`src/core/dacif_pkg.sv`:
```
// dacif_pkg: shared constants of the converter input controller
package dacif_pkg;

  // ==========================================================
  // word and frame widths
  localparam int unsigned WORD_W  = 14;
  localparam int unsigned FRAME_W = 16;

  // ==========================================================
  // timing, printed figures and derived cycle counts
  localparam int unsigned CLK_MHZ    = 10;
  localparam int unsigned T_DSU_NS   = 21;
  localparam int unsigned T_WR_NS    = 45;
  localparam int unsigned T_DH_NS    = 10;
  localparam int unsigned T_OUTPUT_LATCH_LOAD_NS  = 40;
  localparam int unsigned T_SYNC_NS  = 50;
  localparam int unsigned T_SHOLD_NS = 75;
  localparam int unsigned T_SCLK_NS  = 150;
  // least times round up to whole cycles
  localparam int unsigned DSU_CYC   = (T_DSU_NS * CLK_MHZ + 999) / 1000;
  localparam int unsigned WR_CYC    = (T_WR_NS * CLK_MHZ + 999) / 1000;
  localparam int unsigned DH_CYC    = (T_DH_NS * CLK_MHZ + 999) / 1000;
  localparam int unsigned OUTPUT_LATCH_LOAD_CYC  = (T_OUTPUT_LATCH_LOAD_NS * CLK_MHZ + 999) / 1000;
  localparam int unsigned SYNC_CYC  = (T_SYNC_NS * CLK_MHZ + 999) / 1000;
  localparam int unsigned SHOLD_CYC = (T_SHOLD_NS * CLK_MHZ + 999) / 1000;
  localparam int unsigned SCLK_HALF =
    ((T_SCLK_NS * CLK_MHZ + 999) / 1000 + 1) / 2;

  // ==========================================================
  // register offsets
  localparam logic [7:0] OFF_CTRL = 8'h00;
  localparam logic [7:0] OFF_DATA = 8'h04;
  localparam logic [7:0] OFF_LOAD = 8'h08;
  localparam logic [7:0] OFF_STAT = 8'h0c;

  // ==========================================================
  // control fields
  localparam int unsigned CTRL_W      = 4;
  localparam int unsigned CTRL_SERIAL = 0;
  localparam int unsigned CTRL_MSB    = 1;
  localparam int unsigned CTRL_JUST   = 2;
  localparam int unsigned CTRL_AUTO   = 3;
  localparam logic [3:0]  CTRL_RST    = 4'h2;

  // ==========================================================
  // status fields
  localparam int unsigned STAT_BUSY  = 0;
  localparam int unsigned STAT_OVR   = 1;
  localparam int unsigned STAT_LPEND = 2;

endpackage

```
`src/core/dacif_eng_if.sv`:
```
// dacif_eng_if: request and pin bundle between controller and engines
interface dacif_eng_if;
  logic                       start;
  logic [dacif_pkg::WORD_W-1:0] word;
  logic                       msb_first;
  logic                       word_alignment_select;
  logic                       busy;
  logic                       sel_n;
  logic                       strobe_n;
  logic                       sclk;
  logic                       serial_bit_in;

  modport ctl (output start, word, msb_first, word_alignment_select,
               input  busy, sel_n, strobe_n, sclk, serial_bit_in);
  modport eng (input  start, word, msb_first, word_alignment_select,
               output busy, sel_n, strobe_n, sclk, serial_bit_in);
endinterface

```
`src/core/dacif_par_wr.sv`:
```
// dacif_par_wr: parallel write cycle with select and write strobe
module dacif_par_wr (
  // clock, reset, enable
  input wire logic i_mclk,
  input wire logic i_nrst,
  input wire logic i_ce,
  // engine bundle
  dacif_eng_if.eng eng
);
  typedef enum logic [1:0] {P_IDLE, P_SETUP, P_PULSE, P_HOLD} dacif_pst_t;

  dacif_pst_t st_q;
  logic [2:0] cnt_q;

  assign eng.busy  = (st_q != P_IDLE);
  assign eng.sclk  = 1'b0;
  assign eng.serial_bit_in = 1'b0;

  // ==========================================================
  // select low around a write strobe pulse
  always_ff @(posedge i_mclk or negedge i_nrst) begin
    if (!i_nrst) begin
      st_q         <= P_IDLE;
      cnt_q        <= 3'h0;
      eng.sel_n    <= 1'b1;
      eng.strobe_n <= 1'b1;
    end else if (i_ce) begin
      unique case (st_q)
        P_IDLE: begin
          if (eng.start) begin
            eng.sel_n <= 1'b0;
            cnt_q     <= 3'(dacif_pkg::DSU_CYC - 1);
            st_q      <= P_SETUP;
          end
        end
        P_SETUP: begin
          if (cnt_q == 3'h0) begin
            eng.strobe_n <= 1'b0;
            cnt_q        <= 3'(dacif_pkg::WR_CYC - 1);
            st_q         <= P_PULSE;
          end else begin
            cnt_q <= cnt_q - 3'h1;
          end
        end
        P_PULSE: begin
          if (cnt_q == 3'h0) begin
            eng.strobe_n <= 1'b1;
            cnt_q        <= 3'(dacif_pkg::DH_CYC - 1);
            st_q         <= P_HOLD;
          end else begin
            cnt_q <= cnt_q - 3'h1;
          end
        end
        P_HOLD: begin
          if (cnt_q == 3'h0) begin
            eng.sel_n <= 1'b1;
            st_q      <= P_IDLE;
          end else begin
            cnt_q <= cnt_q - 3'h1;
          end
        end
      endcase
    end
  end
endmodule // dacif_par_wr

```
`src/core/dacif_ser_tx.sv`:
```
// dacif_ser_tx: serial frame with marker, shift clock and data bit
module dacif_ser_tx #(
  parameter int unsigned HALF = dacif_pkg::SCLK_HALF
) (
  // clock, reset, enable
  input wire logic i_mclk,
  input wire logic i_nrst,
  input wire logic i_ce,
  // engine bundle
  dacif_eng_if.eng eng
);
  localparam int unsigned W   = dacif_pkg::WORD_W;
  localparam int unsigned F   = dacif_pkg::FRAME_W;
  localparam int unsigned PAD = F - W;

  typedef enum logic [2:0] {S_IDLE, S_SYNC, S_LOW, S_HIGH, S_TAIL}
    dacif_sst_t;

  dacif_sst_t   st_q;
  logic [2:0]   cnt_q;
  logic [3:0]   bits_q;
  logic [F-1:0] frame_q;
  logic [W-1:0] rev;
  logic [W-1:0] ordered;
  logic [F-1:0] frame_d;

  // ==========================================================
  // frame building: order, then word_alignment_select
  for (genvar g = 0; g < W; g++) begin : g_rev
    assign rev[g] = eng.word[W-1-g];
  end
  assign ordered = eng.msb_first ? eng.word : rev;
  assign frame_d = eng.word_alignment_select ? {{PAD{1'b0}}, ordered}
                               : {ordered, {PAD{1'b0}}};
  assign eng.busy  = (st_q != S_IDLE);
  assign eng.sel_n = 1'b1;

  // ==========================================================
  // marker low, sixteen symmetric clocks, then marker high
  always_ff @(posedge i_mclk or negedge i_nrst) begin
    if (!i_nrst) begin
      st_q         <= S_IDLE;
      cnt_q        <= 3'h0;
      bits_q       <= 4'h0;
      frame_q      <= '0;
      eng.strobe_n <= 1'b1;
      eng.sclk     <= 1'b1;
      eng.serial_bit_in    <= 1'b0;
    end else if (i_ce) begin
      unique case (st_q)
        S_IDLE: begin
          if (eng.start) begin
            eng.strobe_n <= 1'b0;
            frame_q      <= frame_d;
            eng.serial_bit_in    <= frame_d[F-1];
            bits_q       <= 4'(F - 1);
            cnt_q        <= 3'(dacif_pkg::SYNC_CYC - 1);
            st_q         <= S_SYNC;
          end
        end
        S_SYNC, S_HIGH: begin
          if (cnt_q == 3'h0) begin
            eng.sclk <= 1'b0;
            cnt_q    <= 3'(HALF - 1);
            st_q     <= S_LOW;
          end else begin
            cnt_q <= cnt_q - 3'h1;
          end
        end
        S_LOW: begin
          if (cnt_q == 3'h0) begin
            eng.sclk <= 1'b1;
            if (bits_q == 4'h0) begin
              cnt_q <= 3'(dacif_pkg::SHOLD_CYC - 1);
              st_q  <= S_TAIL;
            end else begin
              frame_q   <= frame_q << 1;
              eng.serial_bit_in <= frame_q[F-2];
              bits_q    <= bits_q - 4'h1;
              cnt_q     <= 3'(HALF - 1);
              st_q      <= S_HIGH;
            end
          end else begin
            cnt_q <= cnt_q - 3'h1;
          end
        end
        S_TAIL: begin
          if (cnt_q == 3'h0) begin
            eng.strobe_n <= 1'b1;
            st_q         <= S_IDLE;
          end else begin
            cnt_q <= cnt_q - 3'h1;
          end
        end
      endcase
    end
  end

  // ==========================================================
  // checks
  logic [4:0] falls_q;
  always_ff @(posedge i_mclk or negedge i_nrst) begin
    if (!i_nrst) begin
      falls_q <= 5'h0;
    end else if (i_ce) begin
      if (eng.strobe_n) begin
        falls_q <= 5'h0;
      end else if (st_q != S_LOW && cnt_q == 3'h0 && st_q != S_TAIL) begin
        falls_q <= falls_q + 5'h1;
      end
    end
  end
endmodule // dacif_ser_tx

```
`src/core/dacif_top.sv`:
```
// dacif_top: host controller driving the converter input pins
//
// Design decisions made here: the address map and the AHB-Lite slave port.
module dacif_top (
  // clock, reset, enable
  input  wire logic        i_mclk,
  input  wire logic        i_nrst,
  input  wire logic        i_ce,
  // ahb-lite slave
  input  wire logic        i_hsel,
  input  wire logic [31:0] i_haddr,
  input  wire logic [1:0]  i_htrans,
  input  wire logic        i_hwrite,
  input  wire logic [2:0]  i_hsize,
  input  wire logic [31:0] i_hwdata,
  input  wire logic        i_hready,
  output logic             o_hreadyout,
  output logic             o_hresp,
  output logic [31:0]      o_hrdata,
  // converter pins
  output logic             o_cs_n,
  output logic             o_wr_sync_n,
  output logic [13:0]      o_data,
  output logic             o_output_latch_load_n,
  output logic             o_serial_mode
);
  localparam int unsigned W  = dacif_pkg::WORD_W;
  localparam int unsigned CW = dacif_pkg::CTRL_W;

  dacif_eng_if par_if ();
  dacif_eng_if ser_if ();

  logic          ap_v_q;
  logic          ap_wr_q;
  logic [7:0]    ap_addr_q;
  logic [CW-1:0] ctrl_q;
  logic [W-1:0]  word_q;
  logic          start_q;
  logic          ovr_q;
  logic          pend_q;
  logic          output_latch_load_act_q;
  logic [2:0]    output_latch_load_cnt_q;
  logic          eng_b_q;
  logic          accept;
  logic          wr_ev;
  logic          eng_busy;
  logic          busy;
  logic          serial;
  logic          wr_ctrl;
  logic          wr_data;
  logic          wr_load;
  logic          wr_stat;
  logic          fire;
  logic          done;
  logic [31:0]   rd_d;

  // ==========================================================
  // bus decode
  assign accept  = i_hsel && i_htrans[1] && i_hready;
  assign wr_ev   = ap_v_q && ap_wr_q;
  assign wr_ctrl = wr_ev && (ap_addr_q == dacif_pkg::OFF_CTRL);
  assign wr_data = wr_ev && (ap_addr_q == dacif_pkg::OFF_DATA);
  assign wr_load = wr_ev && (ap_addr_q == dacif_pkg::OFF_LOAD);
  assign wr_stat = wr_ev && (ap_addr_q == dacif_pkg::OFF_STAT);

  assign eng_busy = par_if.busy || ser_if.busy;
  assign busy     = start_q || eng_busy || output_latch_load_act_q;
  assign serial   = ctrl_q[dacif_pkg::CTRL_SERIAL];
  assign done     = eng_b_q && !eng_busy;
  assign fire     = pend_q && !busy;

  always_ff @(posedge i_mclk or negedge i_nrst) begin
    if (!i_nrst) begin
      ap_v_q    <= 1'b0;
      ap_wr_q   <= 1'b0;
      ap_addr_q <= 8'h00;
    end else if (i_ce) begin
      ap_v_q <= accept;
      if (accept) begin
        ap_wr_q   <= i_hwrite;
        ap_addr_q <= i_haddr[7:0];
      end
    end
  end

  // ==========================================================
  // read data, registered during the address phase
  always_comb begin
    rd_d = 32'h0000_0000;
    unique case (i_haddr[7:0])
      dacif_pkg::OFF_CTRL: rd_d[CW-1:0] = ctrl_q;
      dacif_pkg::OFF_DATA: rd_d[W-1:0]  = word_q;
      dacif_pkg::OFF_STAT: begin
        rd_d[dacif_pkg::STAT_BUSY]  = busy;
        rd_d[dacif_pkg::STAT_OVR]   = ovr_q;
        rd_d[dacif_pkg::STAT_LPEND] = pend_q;
      end
      default: rd_d = 32'h0000_0000;
    endcase
  end

  always_ff @(posedge i_mclk or negedge i_nrst) begin
    if (!i_nrst) begin
      o_hrdata    <= 32'h0000_0000;
      o_hreadyout <= 1'b0;
      o_hresp     <= 1'b0;
    end else if (i_ce) begin
      o_hreadyout <= 1'b1;
      o_hresp     <= 1'b0;
      if (accept && !i_hwrite) begin
        o_hrdata <= rd_d;
      end
    end
  end

  // ==========================================================
  // control, word and error flag
  always_ff @(posedge i_mclk or negedge i_nrst) begin
    if (!i_nrst) begin
      ctrl_q  <= dacif_pkg::CTRL_RST;
      word_q  <= '0;
      start_q <= 1'b0;
    end else if (i_ce) begin
      start_q <= 1'b0;
      if (wr_ctrl && !busy) begin
        ctrl_q <= i_hwdata[CW-1:0];
      end
      if (wr_data && !busy) begin
        word_q  <= i_hwdata[W-1:0];
        start_q <= 1'b1;
      end
    end
  end

  always_ff @(posedge i_mclk or negedge i_nrst) begin
    if (!i_nrst) begin
      ovr_q <= 1'b0;
    end else if (i_ce) begin
      if ((wr_ctrl || wr_data) && busy) begin
        ovr_q <= 1'b1;
      end else if (wr_stat && i_hwdata[dacif_pkg::STAT_OVR]) begin
        ovr_q <= 1'b0;
      end
    end
  end

  // ==========================================================
  // engines
  assign par_if.start     = start_q && !serial;
  assign par_if.word      = word_q;
  assign par_if.msb_first = ctrl_q[dacif_pkg::CTRL_MSB];
  assign par_if.word_alignment_select   = ctrl_q[dacif_pkg::CTRL_JUST];
  assign ser_if.start     = start_q && serial;
  assign ser_if.word      = word_q;
  assign ser_if.msb_first = ctrl_q[dacif_pkg::CTRL_MSB];
  assign ser_if.word_alignment_select   = ctrl_q[dacif_pkg::CTRL_JUST];

  dacif_par_wr u_par (
    .i_mclk (i_mclk),
    .i_nrst (i_nrst),
    .i_ce   (i_ce),
    .eng    (par_if.eng)
  );

  dacif_ser_tx #(
    .HALF (dacif_pkg::SCLK_HALF)
  ) u_ser (
    .i_mclk (i_mclk),
    .i_nrst (i_nrst),
    .i_ce   (i_ce),
    .eng    (ser_if.eng)
  );

  // ==========================================================
  // output latch load: waits until no input transfer is open
  always_ff @(posedge i_mclk or negedge i_nrst) begin
    if (!i_nrst) begin
      pend_q     <= 1'b0;
      output_latch_load_act_q <= 1'b0;
      output_latch_load_cnt_q <= 3'h0;
      eng_b_q    <= 1'b0;
    end else if (i_ce) begin
      eng_b_q <= eng_busy;
      // a new request in the firing cycle is kept
      pend_q  <= wr_load || (done && ctrl_q[dacif_pkg::CTRL_AUTO])
                 || (pend_q && !fire);
      if (fire) begin
        output_latch_load_act_q <= 1'b1;
        output_latch_load_cnt_q <= 3'(dacif_pkg::OUTPUT_LATCH_LOAD_CYC - 1);
      end else if (output_latch_load_act_q) begin
        if (output_latch_load_cnt_q == 3'h0) begin
          output_latch_load_act_q <= 1'b0;
        end else begin
          output_latch_load_cnt_q <= output_latch_load_cnt_q - 3'h1;
        end
      end
    end
  end

  // ==========================================================
  // pin registers
  always_ff @(posedge i_mclk or negedge i_nrst) begin
    if (!i_nrst) begin
      o_cs_n                <= 1'b1;
      o_wr_sync_n           <= 1'b1;
      o_data                <= 14'h0000;
      o_output_latch_load_n <= 1'b1;
      o_serial_mode         <= 1'b0;
    end else if (i_ce) begin
      o_serial_mode         <= serial;
      o_output_latch_load_n <= !output_latch_load_act_q;
      if (serial) begin
        o_cs_n      <= 1'b1;
        o_wr_sync_n <= ser_if.strobe_n;
        o_data      <= {ser_if.serial_bit_in, ser_if.sclk,
                        ctrl_q[dacif_pkg::CTRL_MSB],
                        ctrl_q[dacif_pkg::CTRL_JUST], 10'h000};
      end else begin
        o_cs_n      <= par_if.sel_n;
        o_wr_sync_n <= par_if.strobe_n;
        o_data      <= word_q;
      end
    end
  end
endmodule // dacif_top

```
`config.mk`:
```
export PLATFORM = sky130hd
export DESIGN_NAME = dacif_top
export DESIGN_NICKNAME = d
export VERILOG_FILES = /design/src/core/dacif_pkg.sv /design/src/core/dacif_eng_if.sv /design/src/core/dacif_par_wr.sv /design/src/core/dacif_ser_tx.sv /design/src/core/dacif_top.sv
export SDC_FILE = /design/constraint.sdc
export NUM_CORES = 1
export LEC_CHECK = 0
export BUFFER_PORTS_ARGS = -buffer_cell sky130_fd_sc_hd__buf_2
export CAP_MARGIN = 20
export CORE_ASPECT_RATIO = 0.8
export CORE_UTILIZATION = 50
export DETAILED_ROUTE_END_ITERATION = 16
export PLACE_DENSITY = 0.75
export SLEW_MARGIN = 20
export SYNTH_ARGS = -nofsm -noshare
export SYNTH_HDL_FRONTEND = slang
export SYNTH_SLANG_ARGS = --single-unit
export TNS_END_PERCENT = 100
```
`constraint.sdc`:
```
create_clock -name i_mclk -period 5.65 [get_ports i_mclk]
set_input_delay 0.2825 -clock i_mclk [delete_from_list [all_inputs] [get_ports i_mclk]]
set_output_delay 0.2825 -clock i_mclk [all_outputs]
set_load 0.01 [all_outputs]
```
==> flow_results.xml <==
<?xml version="1.0" encoding="UTF-8"?>
<metrics>
  <group name="hold_path">
    <metric name="hold_path_class" unit="">in2reg</metric>
  </group>
  <group name="synthesis">
    <metric name="synth_seq_area_share" unit="">0.501</metric>
    <metric name="synth_async_sr_flop_share" unit="">1.00</metric>
    <metric name="post_synth_num_cell_types" unit="">57</metric>
    <metric name="mappedNetlistArea" unit="mm²">0.00522</metric>
    <metric name="postSynthAreaPerCell" unit="µm²">10.8</metric>
    <metric name="synth_edf_count" unit="">0</metric>
    <metric name="netlist.top_cell.by_area" unit="">sky130_fd_sc_hd__dfrtp_1</metric>
    <metric name="post-synth-top-area-fraction" unit="">0.460</metric>
    <metric name="postSynthRegisterBits" unit="">104</metric>
    <metric name="yosys-top-cells-area" unit="">sky130_fd_sc_hd__dfrtp_1, sky130_fd_sc_hd__mux2i_1, sky130_fd_sc_hd__mux2_2</metric>
    <metric name="synth_warnings" unit="">0</metric>
    <metric name="synthCells" unit="">485</metric>
    <metric name="yosysMostFrequentCell" unit="">sky130_fd_sc_hd__dfrtp_1</metric>
    <metric name="synth.cells.most_frequent" unit="">sky130_fd_sc_hd__dfrtp_1, sky130_fd_sc_hd__mux2i_1, sky130_fd_sc_hd__nor2_1</metric>
    <metric name="yosys_most_used_dff" unit="">sky130_fd_sc_hd__dfrtp_1</metric>
  </group>
  <group name="clock_tree">
    <metric name="insertion_delay" unit="ns">0.35</metric>
    <metric name="clock_tree.root_cell" unit="">sky130_fd_sc_hd__clkbuf_16</metric>
    <metric name="numCtsBuffers" unit="">9</metric>
    <metric name="resized_after_cts" unit="">0</metric>
    <metric name="postCtsHoldBufs" unit="">1</metric>
    <metric name="postCtsSetupBuffers" unit="">0</metric>
    <metric name="htreeDepth" unit="">3</metric>
    <metric name="cts_buffer_depth" unit="">2</metric>
    <metric name="tritoncts_clock_tree" unit="">yes</metric>
    <metric name="cts.clk_slew.worst_paths" unit="ns">0.07</metric>
    <metric name="clock_sink_count" unit="">104</metric>
  </group>
  <group name="power_and_ir_drop">
    <metric name="power_density" unit="mW/mm²">368</metric>
    <metric name="power.static_leakage" unit="nW">2.75</metric>
    <metric name="power.ir.vdd_worst" unit="µV">163</metric>
  </group>
  <group name="setup_path">
    <metric name="cp.required" unit="ns">5.93</metric>
    <metric name="reg2reg_slack" unit="ns">3.10</metric>
    <metric name="setup.worst_path.class" unit="">in2reg</metric>
    <metric name="cp-start-kind" unit="">input port</metric>
    <metric name="path_max_fanout" unit="">54</metric>
    <metric name="critPathArrivalTime" unit="ns">3.24</metric>
    <metric name="crit_path_end_kind" unit="">flip-flop</metric>
  </group>
  <group name="global_route">
    <metric name="grt_start_max_net_pins" unit="">73</metric>
    <metric name="antenna_violations_before_repair" unit="">0</metric>
    <metric name="grt_pass1_wl" unit="µm">17800</metric>
    <metric name="first_global_vias" unit="">3599</metric>
    <metric name="globalRouteOverflowTotal" unit="">0</metric>
    <metric name="grt_usage" unit="">0.216</metric>
  </group>
  <group name="die">
    <metric name="design.core.area" unit="mm²">0.00989</metric>
    <metric name="die_height" unit="µm">93.4</metric>
    <metric name="io_pins" unit="">127</metric>
    <metric name="fp-row-count" unit="">32</metric>
    <metric name="die_area" unit="mm²">0.0108</metric>
    <metric name="die_width" unit="µm">116</metric>
    <metric name="floorplan.initialDensity" unit="">0.528</metric>
  </group>
  <group name="sta">
    <metric name="worst_pin_slew" unit="ns">1.01</metric>
    <metric name="setup_viol" unit="">0</metric>
    <metric name="fin_skew" unit="ns">0.0113</metric>
    <metric name="timing_hold_violations_final" unit="">0</metric>
    <metric name="rsz0062_at_grt" unit="">false</metric>
    <metric name="holdWs" unit="ns">0.161</metric>
    <metric name="timing.max_slew.rel_slack" unit="">0.323</metric>
    <metric name="layout_min_cycle_time" unit="ns">2.95</metric>
    <metric name="finalSetupTns" unit="ns">0</metric>
    <metric name="max_freq" unit="MHz">339</metric>
    <metric name="final_max_slew_viol_count" unit="">0</metric>
    <metric name="period_utilisation_layout" unit="">0.522</metric>
  </group>
  <group name="cells_and_area">
    <metric name="final_layout_size_suffix_gt1_frac" unit="">0.238</metric>
    <metric name="flow.area_growth_from_synthesis" unit="%">11.5</metric>
    <metric name="design.final.nets" unit="">619</metric>
    <metric name="antennaDiodeCount" unit="">0</metric>
    <metric name="n_fill_cell" unit="">815</metric>
  </group>
  <group name="placed_design">
    <metric name="portBuffers" unit="">61</metric>
    <metric name="place_congestion" unit="">0.802</metric>
    <metric name="place_hpwl" unit="µm">7490</metric>
  </group>
  <group name="detailed_routing">
    <metric name="detailed_routing_iterations_pass_1" unit="">4</metric>
    <metric name="antenna_left" unit="">0</metric>
    <metric name="wirelength" unit="µm">10900</metric>
    <metric name="drc_errors" unit="">0</metric>
    <metric name="avgViaCountPerCell" unit="">5.53</metric>
    <metric name="drtIter0Drc" unit="">382</metric>
    <metric name="routed_wire_length_per_instance" unit="µm">16.2</metric>
    <metric name="route.vias.total" unit="">3722</metric>
  </group>
  <group name="flow_run">
    <metric name="max_capacitance_violation_count" unit="">0</metric>
  </group>
  <group name="status">
    <metric name="result_of_the_run" unit="">completed</metric>
  </group>
</metrics>
[report_power, final]
part	total, mW	switching, mW	leakage, nW	internal [mW]
clock network	0.609	0.300	0.142	0.310
logic	0.517	0.290	1.31	0.226
registers	1.02	0.115	1.31	0.900
[state kept, by name, summed over array words and instances (netlist names), 2 cells and up]
register / flops
u_ser.frame_q: 15
u_par.cnt_q: 3
u_par.st_q: 2
u_ser.bits_q: 4
u_ser.cnt_q: 3
ctrl_q: 4
o_data: 14
par_if.word: 14
o_hrdata: 14
u_ser.st_q: 3
output_latch_load_cnt_q: 3
ap_addr_q: 8
[per-layer routing]
metal / GRT usage / share of wire
met4: 0.0652 / 0.013
met5: 0 / 0
met1: 0.285 / 0.47
met2: 0.355 / 0.49
met3: 0.0467 / 0.033
[critical path, cell delays in order]
cell and delay (ns):
sky130_fd_sc_hd__buf_2 0.66, sky130_fd_sc_hd__nand4_1 0.60, sky130_fd_sc_hd__or2_2 0.64, sky130_fd_sc_hd__nor4_2 0.80, sky130_fd_sc_hd__a22o_1 0.24
[cells in the final DEF, fill, tap and decap left out, types with 10 or more instances in the layout]
| cell | synthesis | routed |
|---|---|---|
| sky130_fd_sc_hd__a22o_1 | 10 | 10 |
| sky130_fd_sc_hd__buf_2 | 4 | 60 |
| sky130_fd_sc_hd__dfrtp_1 | 96 | 96 |
| sky130_fd_sc_hd__a21oi_1 | 19 | 19 |
| sky130_fd_sc_hd__inv_1 | 31 | 31 |
| sky130_fd_sc_hd__nand2_1 | 19 | 19 |
| sky130_fd_sc_hd__o21ai_0 | 31 | 31 |
| sky130_fd_sc_hd__nor2_1 | 36 | 36 |
| sky130_fd_sc_hd__nor3_1 | 18 | 18 |
| sky130_fd_sc_hd__mux2_2 | 20 | 20 |
| sky130_fd_sc_hd__mux2i_1 | 37 | 37 |
| sky130_fd_sc_hd__ha_1 | 12 | 12 |
| sky130_fd_sc_hd__o22ai_1 | 14 | 14 |
| sky130_fd_sc_hd__conb_1 | 1 | 19 |
| sky130_fd_sc_hd__nand3b_1 | 13 | 13 |
[cells by family after synthesis]
kind of cell	count (synthesis)	synth area share
buffers and inverters	77	0.0717
other	1	0.000719
adder cells (fa/ha/maj)	12	0.0288
flip-flops	104	0.501
XOR/XNOR	1	0.00168
AO/OA/AOI/OAI	98	0.116
AND/OR/NAND/NOR	126	0.140
multiplexers	66	0.140
[final timing paths]
kind | cells past startpoint | to | startpoint
max in group asynchronous | 3 | u_ser.frame_q[13] | i_nrst
min in group asynchronous | 2 | ap_addr_q[5] | i_nrst
worst min register to register | 2 | o_hrdata[3] | o_hrdata[3]
worst max-delay path | 5 | o_hrdata[6] | i_ce
worst min-delay path | 2 | par_if.word[7] | i_hwdata[7]
worst max register to register | 3 | u_ser.eng.serial_bit_in | ctrl_q[0]
[cell type report]
class / instances / area, µm² / area share
Clock buffer: 9 / 225 / 0.0387
Clock inverter: 7 / 63.8 / 0.0110
Multi-Input combinational cell: 322 / 2300 / 0.395
Inverter: 31 / 116 / 0.0200
Timing Repair Buffer: 64 / 333 / 0.0572
Sequential cell: 104 / 2610 / 0.449
Tap cell: 136 / 170 / 0.0292
[stage by stage]
step	util	area [µm²]	power (mW)	cells	setup slack, ns
global route	0.588	5820	2.27	673	2.41
finish	0.588	5820	2.14	673	2.70
CTS	0.588	5820	2.15	673	2.72
detailed placement	0.558	5520	1.54	656	2.35
floorplan	-	5290	1.39	503	3.59
global placement	0.558	5520	1.50	656	2.42
No activity file was read; power rests on OpenSTA's default activity.
